[config.mk]
export PLATFORM = sky130hd
export DESIGN_NAME = encoder_decoder_serial_interface
export DESIGN_NICKNAME = d
export VERILOG_FILES = /design/src/encoder_decoder_serial_pkg.sv /design/src/encoder_decoder_serial_interface.sv
export SDC_FILE = /design/constraint.sdc
export NUM_CORES = 1
export LEC_CHECK = 0
export ABC_AREA = 1
export BUFFER_PORTS_ARGS = -buffer_cell sky130_fd_sc_hd__buf_4
export CAP_MARGIN = 20
export CORE_AREA = 4 4 90 92
export DETAILED_ROUTE_END_ITERATION = 16
export DIE_AREA = 0 0 94 96
export PLACE_DENSITY_LB_ADDON = 0.05
export SLEW_MARGIN = 10
export SYNTH_ARGS = -nofsm -noshare
export SYNTH_HDL_FRONTEND = slang
export SYNTH_SLANG_ARGS = --single-unit
[constraint.sdc]
create_clock -name clock_i -period 5.64 [get_ports clock_i]
set_clock_uncertainty 0.05 [all_clocks]
set_input_delay 1.128 -clock clock_i [delete_from_list [all_inputs] [get_ports clock_i]]
set_output_delay 1.128 -clock clock_i [all_outputs]
set_load 0.02 [all_outputs]
[src/encoder_decoder_serial_pkg.sv]
`default_nettype none
package encoder_decoder_serial_pkg;
  // Bus geometry
  localparam int ADDR_W = 4;
  localparam int DATA_W = 16;
  localparam int CNT_W  = 6;

  // Register byte offsets
  localparam logic [ADDR_W-1:0] ADDR_CFG    = 4'h0;
  localparam logic [ADDR_W-1:0] ADDR_UOUT   = 4'h4;
  localparam logic [ADDR_W-1:0] ADDR_STATUS = 4'h8;

  // Field positions
  localparam int CFG_EXT_BIT   = 0;
  localparam int CFG_USER_BIT  = 1;
  localparam int UOUT_0_BIT    = 0;
  localparam int UOUT_1_BIT    = 1;
  localparam int ST_CARRIER    = 0;
  localparam int ST_COLLISION  = 1;
  localparam int ST_TX_COLL    = 2;
  localparam int ST_HEARTBEAT  = 3;
  localparam int ST_OVERFLOW   = 4;
  localparam int ST_CONFIGURED = 5;
  localparam int ST_MASTER     = 6;

  // Reset values
  localparam logic [1:0] CFG_RESET  = 2'h0;
  localparam logic [1:0] UOUT_RESET = 2'h0;

  // Positions in the synchroniser vector
  localparam int SYNC_N    = 6;
  localparam int S_LINE    = 0;
  localparam int S_COLL    = 1;
  localparam int S_CRS_IN  = 2;
  localparam int S_COL_IN  = 3;
  localparam int S_RXD_IN  = 4;
  localparam int S_RXC_IN  = 5;

  // Timing
  localparam int CLK_NS          = 40;
  localparam int BIT_NS          = 100;
  localparam int CARRIER_HOLD_NS = 150;
  localparam int CLOCK_TAIL_NS   = 500;
  localparam int COLL_IDLE_NS    = 200;
  localparam int HB_WINDOW_NS    = 2000;
  localparam logic [CNT_W-1:0] BIT_CYC          = CNT_W'((BIT_NS + CLK_NS / 2) / CLK_NS);
  localparam logic [CNT_W-1:0] CARRIER_HOLD_CYC = CNT_W'((CARRIER_HOLD_NS + CLK_NS - 1) / CLK_NS);
  localparam logic [CNT_W-1:0] CLOCK_TAIL_CYC   = CNT_W'((CLOCK_TAIL_NS + CLK_NS - 1) / CLK_NS);
  localparam logic [CNT_W-1:0] COLL_IDLE_CYC    = CNT_W'((COLL_IDLE_NS + CLK_NS - 1) / CLK_NS);
  localparam logic [CNT_W-1:0] HB_WINDOW_CYC    = CNT_W'(HB_WINDOW_NS / CLK_NS);

  // Serial signal bundle towards the MAC
  typedef struct packed {
    logic carrier;
    logic collision;
    logic data;
    logic clock;
  } serial_t;

  typedef enum logic [2:0] {
    TX_IDLE      = 3'b001,
    TX_FRAME     = 3'b010,
    TX_HEARTBEAT = 3'b100
  } tx_state_t;
endpackage : encoder_decoder_serial_pkg
`default_nettype wire

[src/encoder_decoder_serial_interface.sv]
`default_nettype none
// What this block does
// - Internal mode: carrier sense reaches the MAC and also drives the pin.
// - Internal decoder raises carrier on a high-to-low receive line transition.
// - Carrier stays up one and a half bit times after the last bit.
// - Internal decoder drives collision high while the collision signal toggles.
// - MAC watches collision from frame delimiter start to packet end.
// - After each transmission MAC keeps sampling collision for the heartbeat.
// - External mode: data pin is captured on each rising receive clock while the two-entry buffer has room.
// - Recovered clock keeps running five bit times after carrier drops.
// - External mode: carrier, collision, data and clock come from pins.
// - Data and clock pins float until the config register is first written.
// - Extended bus option turns shared pins into programmed user outputs.
// - User output on clock pin floats until the device first becomes master.
module encoder_decoder_serial_interface (
  input  wire logic                                clock_i,
  input  wire logic                                srst_i,
  input  wire logic                                ce_i,
  input  wire logic [encoder_decoder_serial_pkg::ADDR_W-1:0] addr_i,
  input  wire logic [encoder_decoder_serial_pkg::DATA_W-1:0] wdata_i,
  input  wire logic                                wr_i,
  input  wire logic                                rd_i,
  output var  logic [encoder_decoder_serial_pkg::DATA_W-1:0] rdata_o,
  input  wire logic                                rx_line_i,
  input  wire logic                                coll_line_i,
  input  wire logic                                carrier_pin_i,
  output var  logic                                carrier_pin_o,
  output var  logic                                carrier_pin_oe_o,
  input  wire logic                                collision_pin_i,
  output var  logic                                collision_pin_o,
  output var  logic                                collision_pin_oe_o,
  input  wire logic                                recv_data_pin_i,
  output var  logic                                recv_data_pin_o,
  output var  logic                                recv_data_pin_oe_o,
  input  wire logic                                recv_clock_pin_i,
  output var  logic                                recv_clock_pin_o,
  output var  logic                                recv_clock_pin_oe_o,
  input  wire logic                                bus_master_i,
  input  wire logic                                tx_sfd_i,
  input  wire logic                                tx_active_i,
  output var  logic                                mac_carrier_o,
  output var  logic                                mac_collision_o,
  output var  logic                                mac_data_o,
  output var  logic                                mac_valid_o,
  input  wire logic                                mac_ready_i
);
  localparam int N = encoder_decoder_serial_pkg::SYNC_N;

  function automatic logic fell(input logic prev, input logic cur);
    return prev & ~cur;
  endfunction : fell

  function automatic logic [encoder_decoder_serial_pkg::CNT_W-1:0] dec(input logic [encoder_decoder_serial_pkg::CNT_W-1:0] v);
    return (v == '0) ? v : v - 1'b1;
  endfunction : dec

  // Synchroniser stages and edge history
  logic [N-1:0] pins;
  logic [N-1:0] sync1;
  logic [N-1:0] sync2;
  logic [N-1:0] sync3;
  logic [N-1:0] next_sync1;
  logic [N-1:0] next_sync2;
  logic [N-1:0] next_sync3;

  always_comb begin
    pins                               = '0;
    pins[encoder_decoder_serial_pkg::S_LINE]     = rx_line_i;
    pins[encoder_decoder_serial_pkg::S_COLL]     = coll_line_i;
    pins[encoder_decoder_serial_pkg::S_CRS_IN]   = carrier_pin_i;
    pins[encoder_decoder_serial_pkg::S_COL_IN]   = collision_pin_i;
    pins[encoder_decoder_serial_pkg::S_RXD_IN]   = recv_data_pin_i;
    pins[encoder_decoder_serial_pkg::S_RXC_IN]   = recv_clock_pin_i;
    next_sync1                         = pins;
    next_sync2                         = sync1;
    next_sync3                         = sync2;
  end

  always_ff @(posedge clock_i) begin
    if (srst_i) begin
      sync1 <= '0;
      sync2 <= '0;
      sync3 <= '0;
    end else if (ce_i) begin
      sync1 <= next_sync1;
      sync2 <= next_sync2;
      sync3 <= next_sync3;
    end
  end

  logic line_now;
  logic line_edge;
  logic coll_edge;
  assign line_now  = sync2[encoder_decoder_serial_pkg::S_LINE];
  assign line_edge = line_now ^ sync3[encoder_decoder_serial_pkg::S_LINE];
  assign coll_edge = sync2[encoder_decoder_serial_pkg::S_COLL] ^ sync3[encoder_decoder_serial_pkg::S_COLL];

  // Internal decoder state
  logic                              carrier;
  logic                              coll_act;
  logic                              int_clock;
  logic                              int_data;
  logic [encoder_decoder_serial_pkg::CNT_W-1:0] hold;
  logic [encoder_decoder_serial_pkg::CNT_W-1:0] tail;
  logic [encoder_decoder_serial_pkg::CNT_W-1:0] phase;
  logic [encoder_decoder_serial_pkg::CNT_W-1:0] coll_cnt;
  logic                              next_carrier;
  logic                              next_coll_act;
  logic                              next_int_clock;
  logic                              next_int_data;
  logic [encoder_decoder_serial_pkg::CNT_W-1:0] next_hold;
  logic [encoder_decoder_serial_pkg::CNT_W-1:0] next_tail;
  logic [encoder_decoder_serial_pkg::CNT_W-1:0] next_phase;
  logic [encoder_decoder_serial_pkg::CNT_W-1:0] next_coll_cnt;
  logic                              run;

  // Carrier detect, clock recovery and collision activity
  always_comb begin
    next_carrier  = carrier;
    next_hold     = hold;
    next_tail     = dec(tail);
    next_phase    = phase;
    next_int_data = int_data;
    next_coll_act = coll_act;
    next_coll_cnt = dec(coll_cnt);
    if (!carrier) begin
      if (fell(sync3[encoder_decoder_serial_pkg::S_LINE], line_now)) begin
        next_carrier = 1'b1;
        next_hold    = encoder_decoder_serial_pkg::CARRIER_HOLD_CYC - 1'b1;
        next_tail    = '0;
      end
    end else if (line_edge) begin
      next_hold = encoder_decoder_serial_pkg::CARRIER_HOLD_CYC - 1'b1;
    end else if (hold != '0) begin
      next_hold = hold - 1'b1;
    end else begin
      next_carrier = 1'b0;
      next_tail    = encoder_decoder_serial_pkg::CLOCK_TAIL_CYC;
    end
    run = next_carrier | (next_tail != '0);
    if (!run || (carrier == 1'b0 && next_carrier)) begin
      next_phase = '0;
    end else if (phase == encoder_decoder_serial_pkg::BIT_CYC - 1'b1) begin
      next_phase    = '0;
      next_int_data = line_now;
    end else begin
      next_phase = phase + 1'b1;
    end
    next_int_clock = run & (next_phase == '0);
    if (coll_edge) begin
      next_coll_act = 1'b1;
      next_coll_cnt = encoder_decoder_serial_pkg::COLL_IDLE_CYC - 1'b1;
    end else if (coll_cnt == '0) begin
      next_coll_act = 1'b0;
    end
  end

  always_ff @(posedge clock_i) begin
    if (srst_i) begin
      carrier   <= 1'b0;
      coll_act  <= 1'b0;
      int_clock <= 1'b0;
      int_data  <= 1'b0;
      hold      <= '0;
      tail      <= '0;
      phase     <= '0;
      coll_cnt  <= '0;
    end else if (ce_i) begin
      carrier   <= next_carrier;
      coll_act  <= next_coll_act;
      int_clock <= next_int_clock;
      int_data  <= next_int_data;
      hold      <= next_hold;
      tail      <= next_tail;
      phase     <= next_phase;
      coll_cnt  <= next_coll_cnt;
    end
  end

  // MAC side, buffer, transmit monitor and registers
  logic [1:0]                   cfg;
  logic [1:0]                   uout;
  logic                         cfg_written;
  logic                         master_seen;
  logic                         tx_coll;
  logic                         heartbeat;
  logic                         overflow;
  logic                         prev_clock;
  logic                         e0;
  logic                         e1;
  logic                         v0;
  logic                         v1;
  logic [encoder_decoder_serial_pkg::CNT_W-1:0] hb_cnt;
  encoder_decoder_serial_pkg::tx_state_t  tx_state;
  logic [1:0]                   next_cfg;
  logic [1:0]                   next_uout;
  logic                         next_cfg_written;
  logic                         next_master_seen;
  logic                         next_tx_coll;
  logic                         next_heartbeat;
  logic                         next_overflow;
  logic                         next_e0;
  logic                         next_e1;
  logic                         next_v0;
  logic                         next_v1;
  logic [encoder_decoder_serial_pkg::CNT_W-1:0] next_hb_cnt;
  encoder_decoder_serial_pkg::tx_state_t  next_tx_state;
  logic [encoder_decoder_serial_pkg::DATA_W-1:0] next_rdata;
  logic [encoder_decoder_serial_pkg::DATA_W-1:0] status;
  encoder_decoder_serial_pkg::serial_t    sel;
  logic                         ext;
  logic                         user_pins;
  logic                         push;
  logic                         pop;
  logic                         clr;

  assign ext       = cfg[encoder_decoder_serial_pkg::CFG_EXT_BIT];
  assign user_pins = cfg[encoder_decoder_serial_pkg::CFG_USER_BIT];

  always_comb begin
    // Source select for the MAC
    if (ext) begin
      sel.carrier   = sync2[encoder_decoder_serial_pkg::S_CRS_IN];
      sel.collision = sync2[encoder_decoder_serial_pkg::S_COL_IN];
      sel.data      = sync2[encoder_decoder_serial_pkg::S_RXD_IN];
      sel.clock     = sync2[encoder_decoder_serial_pkg::S_RXC_IN];
    end else begin
      sel.carrier   = carrier;
      sel.collision = coll_act;
      sel.data      = int_data;
      sel.clock     = int_clock;
    end
    push = sel.clock & ~prev_clock;
    pop  = v0 & mac_ready_i;
    // Two-entry buffer: shift on pop, then fill first free slot
    next_e0 = pop ? e1 : e0;
    next_v0 = pop ? v1 : v0;
    next_e1 = e1;
    next_v1 = pop ? 1'b0 : v1;
    if (push && (!v1 || pop)) begin // Slot freed by a pop in this cycle is usable
      if (!next_v0) begin
        next_e0 = sel.data;
        next_v0 = 1'b1;
      end else begin
        next_e1 = sel.data;
        next_v1 = 1'b1;
      end
    end
    // Status bits: a set in the clearing cycle wins
    clr            = wr_i && (addr_i == encoder_decoder_serial_pkg::ADDR_STATUS);
    next_overflow  = (overflow & ~(clr & wdata_i[encoder_decoder_serial_pkg::ST_OVERFLOW])) | (push & v1 & ~pop);
    next_tx_coll   = tx_coll & ~(clr & wdata_i[encoder_decoder_serial_pkg::ST_TX_COLL]);
    next_heartbeat = heartbeat & ~(clr & wdata_i[encoder_decoder_serial_pkg::ST_HEARTBEAT]);
    next_hb_cnt    = dec(hb_cnt);
    next_tx_state  = tx_state;
    case (tx_state)
      encoder_decoder_serial_pkg::TX_IDLE: begin
        if (tx_sfd_i) begin
          next_tx_state = encoder_decoder_serial_pkg::TX_FRAME;
        end
      end
      encoder_decoder_serial_pkg::TX_FRAME: begin
        if (sel.collision) begin
          next_tx_coll = 1'b1;
        end
        if (!tx_active_i) begin
          next_tx_state = encoder_decoder_serial_pkg::TX_HEARTBEAT;
          next_hb_cnt   = encoder_decoder_serial_pkg::HB_WINDOW_CYC - 1'b1;
        end
      end
      encoder_decoder_serial_pkg::TX_HEARTBEAT: begin
        if (sel.collision) begin
          next_heartbeat = 1'b1;
          next_tx_state  = encoder_decoder_serial_pkg::TX_IDLE;
        end else if (tx_sfd_i) begin
          next_tx_state = encoder_decoder_serial_pkg::TX_FRAME;
        end else if (hb_cnt == '0) begin
          next_tx_state = encoder_decoder_serial_pkg::TX_IDLE;
        end
      end
      default: begin
        next_tx_state = encoder_decoder_serial_pkg::TX_IDLE;
      end
    endcase
    // Configuration registers
    next_cfg         = cfg;
    next_uout        = uout;
    next_cfg_written = cfg_written;
    next_master_seen = master_seen | bus_master_i;
    if (wr_i && addr_i == encoder_decoder_serial_pkg::ADDR_CFG) begin
      next_cfg         = wdata_i[1:0];
      next_cfg_written = 1'b1;
    end
    if (wr_i && addr_i == encoder_decoder_serial_pkg::ADDR_UOUT) begin
      next_uout = wdata_i[1:0];
    end
    status                                 = '0;
    status[encoder_decoder_serial_pkg::ST_CARRIER]   = sel.carrier;
    status[encoder_decoder_serial_pkg::ST_COLLISION] = sel.collision;
    status[encoder_decoder_serial_pkg::ST_TX_COLL]   = tx_coll;
    status[encoder_decoder_serial_pkg::ST_HEARTBEAT] = heartbeat;
    status[encoder_decoder_serial_pkg::ST_OVERFLOW]  = overflow;
    status[encoder_decoder_serial_pkg::ST_CONFIGURED] = cfg_written;
    status[encoder_decoder_serial_pkg::ST_MASTER]    = master_seen;
    next_rdata = '0;
    if (rd_i) begin
      case (addr_i)
        encoder_decoder_serial_pkg::ADDR_CFG:    next_rdata = {{(encoder_decoder_serial_pkg::DATA_W-2){1'b0}}, cfg};
        encoder_decoder_serial_pkg::ADDR_UOUT:   next_rdata = {{(encoder_decoder_serial_pkg::DATA_W-2){1'b0}}, uout};
        encoder_decoder_serial_pkg::ADDR_STATUS: next_rdata = status;
        default:                       next_rdata = '0;
      endcase
    end
  end

  always_ff @(posedge clock_i) begin
    if (srst_i) begin
      cfg                 <= encoder_decoder_serial_pkg::CFG_RESET;
      uout                <= encoder_decoder_serial_pkg::UOUT_RESET;
      cfg_written         <= 1'b0;
      master_seen         <= 1'b0;
      tx_coll             <= 1'b0;
      heartbeat           <= 1'b0;
      overflow            <= 1'b0;
      prev_clock          <= 1'b0;
      e0                  <= 1'b0;
      e1                  <= 1'b0;
      v0                  <= 1'b0;
      v1                  <= 1'b0;
      hb_cnt              <= '0;
      tx_state            <= encoder_decoder_serial_pkg::TX_IDLE;
      rdata_o             <= '0;
      mac_carrier_o       <= 1'b0;
      mac_collision_o     <= 1'b0;
      carrier_pin_o       <= 1'b0;
      carrier_pin_oe_o    <= 1'b0;
      collision_pin_o     <= 1'b0;
      collision_pin_oe_o  <= 1'b0;
      recv_data_pin_o     <= 1'b0;
      recv_data_pin_oe_o  <= 1'b0;
      recv_clock_pin_o    <= 1'b0;
      recv_clock_pin_oe_o <= 1'b0;
    end else if (ce_i) begin
      cfg                 <= next_cfg;
      uout                <= next_uout;
      cfg_written         <= next_cfg_written;
      master_seen         <= next_master_seen;
      tx_coll             <= next_tx_coll;
      heartbeat           <= next_heartbeat;
      overflow            <= next_overflow;
      prev_clock          <= sel.clock;
      e0                  <= next_e0;
      e1                  <= next_e1;
      v0                  <= next_v0;
      v1                  <= next_v1;
      hb_cnt              <= next_hb_cnt;
      tx_state            <= next_tx_state;
      rdata_o             <= next_rdata;
      mac_carrier_o       <= sel.carrier;
      mac_collision_o     <= sel.collision;
      carrier_pin_o       <= carrier;
      carrier_pin_oe_o    <= ~ext;
      collision_pin_o     <= coll_act;
      collision_pin_oe_o  <= ~ext;
      recv_data_pin_o     <= user_pins ? uout[encoder_decoder_serial_pkg::UOUT_0_BIT] : int_data;
      recv_data_pin_oe_o  <= cfg_written & (user_pins | ~ext);
      recv_clock_pin_o    <= user_pins ? uout[encoder_decoder_serial_pkg::UOUT_1_BIT] : int_clock;
      recv_clock_pin_oe_o <= cfg_written & (user_pins ? master_seen : ~ext);
    end
  end

  assign mac_data_o  = e0;
  assign mac_valid_o = v0;
endmodule : encoder_decoder_serial_interface
`default_nettype wire

* Yosys cells after proc, flatten, opt, wreduce, memory -nomap -nowiden *
Index checks and enable logic that the tools add are counted.

operators by class
  $add $sub $neg = 5
  multipliers = 0
  div/mod/pow operators = 0
  magnitude comparators = 0
  eq/ne operators = 11
  shift-type cells = 0
  mux-type cells = 46
  bitwise gates (word level) = 29
  reduce and logical (&&, ||, !) cells = 26

operators by type and width
  kind                   number
  $mux W6                16
  $logic_not A6 Y1       4
  $sub A6 B1 Y6 const B  4
  $mux W1                21
  $pmux W7 S3            1
  $mux W3                5
  $and A1 B1 Y1          14
  $reduce_bool A6 Y1     2
  $not A1 Y1             9
  $pmux W3 S3            1
  $reduce_and A3 Y1      3
  $reduce_and A2 Y1      4
  $mux W7                1
  $add A6 B1 Y6 const B  1
  $eq A6 B2 Y1 const B   1
  $ne A2 B2 Y1 const B   3
  $logic_and A1 B1 Y1    5
  $eq A4 B3 Y1 const B   1
  $eq A4 B4 Y1 const B   1
  $logic_not A4 Y1       1
  $mux W4                1
  $ne A4 B4 Y1 const B   1
  $or A1 B1 Y1           4
  $reduce_and A4 Y1      1
  8 further kinds        12

word-level totals
  register bits = 90
  latch bits = 0
  memory bits (writable) = 0
  bits in read-only memories = 0
  input port bits = 35
  output and inout bits = 28
  logic and storage cells = 152
  memories kept = 0

* Depth between registers and ports, before layout *
  word-level depth = 12
  depth in mapped cells = 16

* Worst setup path after synthesis *
No wires, ideal clock.

  kind = input port to flip-flop
  from = input port ce_i
  to = register coll_cnt[5] (netlist name)
  setup time = 114 ps
  arrival = 2010 ps
  data required time = 5476 ps
  setup slack = 3466 ps
  stages on the path = 8
  cell sequence = buf_2 -> nand2_1 -> inv_1 -> nor2_1 -> nor4_2 -> nand3_1 -> xor2_1 -> nor2_1

on the way
  longest elaborated chain between the ends = 1

ends and longest elaborated chain
  what                                line                                     source
  start, declared                     encoder_decoder_serial_interface.sv:18   input wire logic ce_i,
  $reduce_and A2 Y1 (no source line)  --
  end signal, assigned                encoder_decoder_serial_interface.sv:176  coll_cnt <= next_coll_cnt;
  end, declared                       encoder_decoder_serial_interface.sv:106  logic [encoder_decoder_serial_pkg::CNT_W-1:0] coll_cnt;

Every way passes these cells.
A chain may end at the register's enable or synchronous reset.

* Worst setup path after layout *
Ends and elaborated chain as after synthesis.

==> flow_metrics.py <==
metrics = {
    "status": {
        "status": "finished clean",
    },
    "placed_design": {
        "hpwl_microns": 5754,
        "dp_cells": 660,
        "port_buffers": 42,
        "dp_slack_ns": 2.427,
        "place_congestion": 0.8430,
    },
    "critical_path": {
        "path_common_cell": "nor2_1",
        "max_stage_delay_ns": 0.46,
        "worstSetupPathType": "in -> reg",
        "critPathMaxFanout": 57,
        "critPathBufInv": 2,
        "crit_chain": "buf_4 > inv_1 > nor2_1 > nor2_1 > nor4_2 > nand3_1 > xor2_1 > nor2_1",
        "arrival_ns": 3.04,
        "required_ns": 5.82,
        "reg2reg_slack_ns": 3.49,
        "cp-start-kind": "input pin",
        "cpLargestDelayFamily": "buffers and inverters",
        "cpMaxStageDelayCell": "inv_1",
        "end_kind": "flop",
    },
    "timing": {
        "min_period_over_period_pct": 50.71,
        "tightest_slew_ns": 0.6253,
        "fin_hold_ws_ns": 0.4120,
        "slew_headroom_pct": 58.27,
        "layout_setup_ws_ns": 2.780,
        "finalSetupViolCount": 0,
        "fin_crit_ns": 2.860,
        "final_max_slew_viol_count": 0,
        "max_freq_mhz": 349.6,
        "rsz0062_at_grt": "false",
        "final.setup.tns_ns": 0,
        "finalHoldViolCount": 0,
    },
    "cts": {
        "root_buffer": "clkbuf_8",
        "clock-sinks": 81,
        "post_cts_buffers": 0,
        "numCtsBuffers": 9,
        "cts.clk_slew.worst_paths_ns": 0.08,
        "cts_tree": "done",
        "cts_buffer_depth": 2,
        "insertion_delay_ns": 0.34,
        "cts_resized": 0,
        "cts-htree-levels": 3,
        "hold_buffers": 0,
    },
    "run": {
        "maxCapViolCount": 0,
    },
    "die": {
        "die_y_microns": 96,
        "num_rows": 31,
        "die_area_sq_um": 9024,
        "ios": 63,
        "fp.dieW_microns": 94,
        "fp.coreArea_sq_um": 7214,
        "initial_utilization_pct": 55.03,
    },
    "synthesis": {
        "synthMuxAreaShare_pct": 0,
        "syn_area_per_cell_sq_um": 7.379,
        "synth-compound-area-share_pct": 16.70,
        "synthSimpleGateAreaFrac_pct": 25.97,
        "synth_edf_count": 0,
        "synth_flop_cell": "dfxtp_1",
        "synth.distinct_cells": 43,
        "async_flop_share_pct": 0,
        "syn-cell-area_sq_um": 3970,
        "synth_xor_area_share_pct": 3.089,
        "synth_top_family_by_area": "simple AND/OR/NAND/NOR gates",
        "ys_ff_latch": 81,
        "yosysSeqAreaShare_pct": 40.84,
        "syn_inst": 538,
        "synth_warnings": 0,
        "yosys.area_share.adder_pct": 3.467,
    },
    "pwr": {
        "seqPwrFrac_pct": 46.0,
        "clock_power_share_pct": 25.2,
        "peakVddDrop_uv": 208.1,
        "power.density_nw_per_um2": 334.2,
        "p_leak_nw": 1.967,
        "power.switching_mw": 0.5161,
        "internal-power_mw": 0.9759,
        "p_comb_share_pct": 28.8,
        "p_sw_share_pct": 34.59,
    },
    "detailed_routing": {
        "routed_via_density": 5.133,
        "postRouteAntennaNets": 0,
        "routedWlPerCell_microns": 12.31,
        "drtPass1Iterations": 4,
        "via_count": 3465,
        "drt_iter0_drc": 111,
        "wl_microns": 8309,
        "post-route-drc-count": 0,
    },
    "grt": {
        "grtUsageTotal_pct": 19.34,
        "grt_antenna_before_repair": 0,
        "grt-ovfl-total": 0,
        "grt_max_degree": 58,
        "grt_pass1_vias": 3251,
        "grt_pass1_wl_microns": 14190,
    },
    "final_layout": {
        "final_nets": 618,
        "stdcell_count": 675,
        "regArea_sq_um": 1622,
        "diodes": 0,
        "drive_gt1_share_pct": 15.28,
        "area_growth_pct": 12.45,
        "nFillCells": 692,
        "final_core_util_pct": 61.88,
        "multi_input_area_sq_um": 1988,
    },
    "hold_path": {
        "hp-class": "reg -> reg",
    },
}
## cell usage in the layout, fill, tap and decap left out, types with 4 or more instances in the layout
cell	n
a211oi_1	5
a21oi_1	54
a31oi_1	4
buf_4	44
clkbuf_8	10
conb_1	9
dfxtp_1	81
ha_1	11
inv_1	57
nand2_1	86
nand2_2	7
nand3_1	21
nand4_1	6
nor2_1	66
nor2_2	4
nor2_4	4
nor3_1	7
o211ai_1	6
o21ai_0	47
xnor2_1	4
xor2_1	10
## state kept, by name, summed over array words and instances (netlist names), 2 cells and up
signal      flops
next_sync2      6
rdata_o         7
uout            2
hb_cnt          6
sync3           2
tail            6
next_sync3      6
hold            6
phase           6
coll_cnt        6
cfg             2
tx_state        3
## cells in the mapped netlist, types with 2 or more instances
master,n,share of area (%)
a211oi_1,5,0.95
nand3_4,2,0.88
buf_4,10,1.9
o21ai_1,2,0.25
nand4_1,6,0.95
buf_2,2,0.25
nand3_2,2,0.50
inv_1,57,5.4
dfxtp_1,81,41
xor2_1,10,2.2
clkbuf_1,14,1.3
nand2_1,86,8.1
nand2_2,7,1.1
ha_1,11,3.5
nor2_2,4,0.63
a31oi_1,4,0.63
xnor2_1,4,0.88
nor4_1,2,0.32
inv_2,2,0.19
nand3b_1,3,0.57
nor3_1,7,0.88
nor2_4,4,1.1
o21ai_0,47,5.9
or2_2,3,0.47
o211ai_1,6,1.1
a21oi_1,54,6.8
nand3_1,21,2.6
nor3b_1,2,0.38
nor2_1,66,6.2
## power by group through the flow
| stage | combinational (mW) | sequential, mW | clock, mW |
|---|---|---|---|
| after CTS | 0.434 | 0.687 | 0.388 |
| final | 0.430 | 0.686 | 0.375 |
| after floorplan | 0.349 | 0.693 | 0 |
| after global routing | 0.499 | 0.695 | 0.413 |
| after global placement | 0.418 | 0.698 | 0 |
| after detailed placement | 0.431 | 0.699 | 0 |
## tightest hold or removal path, stage by stage (launching register included)
cell	delay, ns
dfxtp_1	0.31
inv_1	0.06
a21oi_1	0.05
## metal layers
layer / routed length [microns] / track usage (%) / vias up
met5: 0 / 0 / -
met4: 103 / 5.897 / 0
met3: 317 / 4.144 / 8
met2: 4029 / 33.83 / 66
met1: 3859 / 23.85 / 1588
li1: - / - / 1803
## cell families after synthesis
group,after synthesis
adder cells (fa/ha/maj),11
buffers and inverters,90
AO/OA/AOI/OAI,123
AND/OR/NAND/NOR,218
XOR/XNOR,14
flip-flops,81
other,1
## through the flow
stage,total power [mW],area [sq um]
after floorplan,1.042,4000
after global placement,1.115,4294
after detailed placement,1.130,4294
after CTS,1.509,4464
after global routing,1.607,4464
final,1.492,4464
## cell type report
class                           instances  share of cell area [%]
Clock buffer                           10                   3.083
Clock inverter                          5                  0.7287
Inverter                               61                   5.157
Multi-Input combinational cell        375                   44.53
Sequential cell                        81                   36.32
Tap cell                               99                   2.775
Timing Repair Buffer                   44                   7.399
## worst paths after layout
kind                       from          end  cells after the start
setup / recovery           ce_i  coll_cnt[5]                      8
hold / removal          uout[1]      uout[1]                      2
setup reg to reg  next_sync3[0]    int_clock                     14
hold reg to reg         uout[1]      uout[1]                      2
Power figures use the tool's default switching activity.
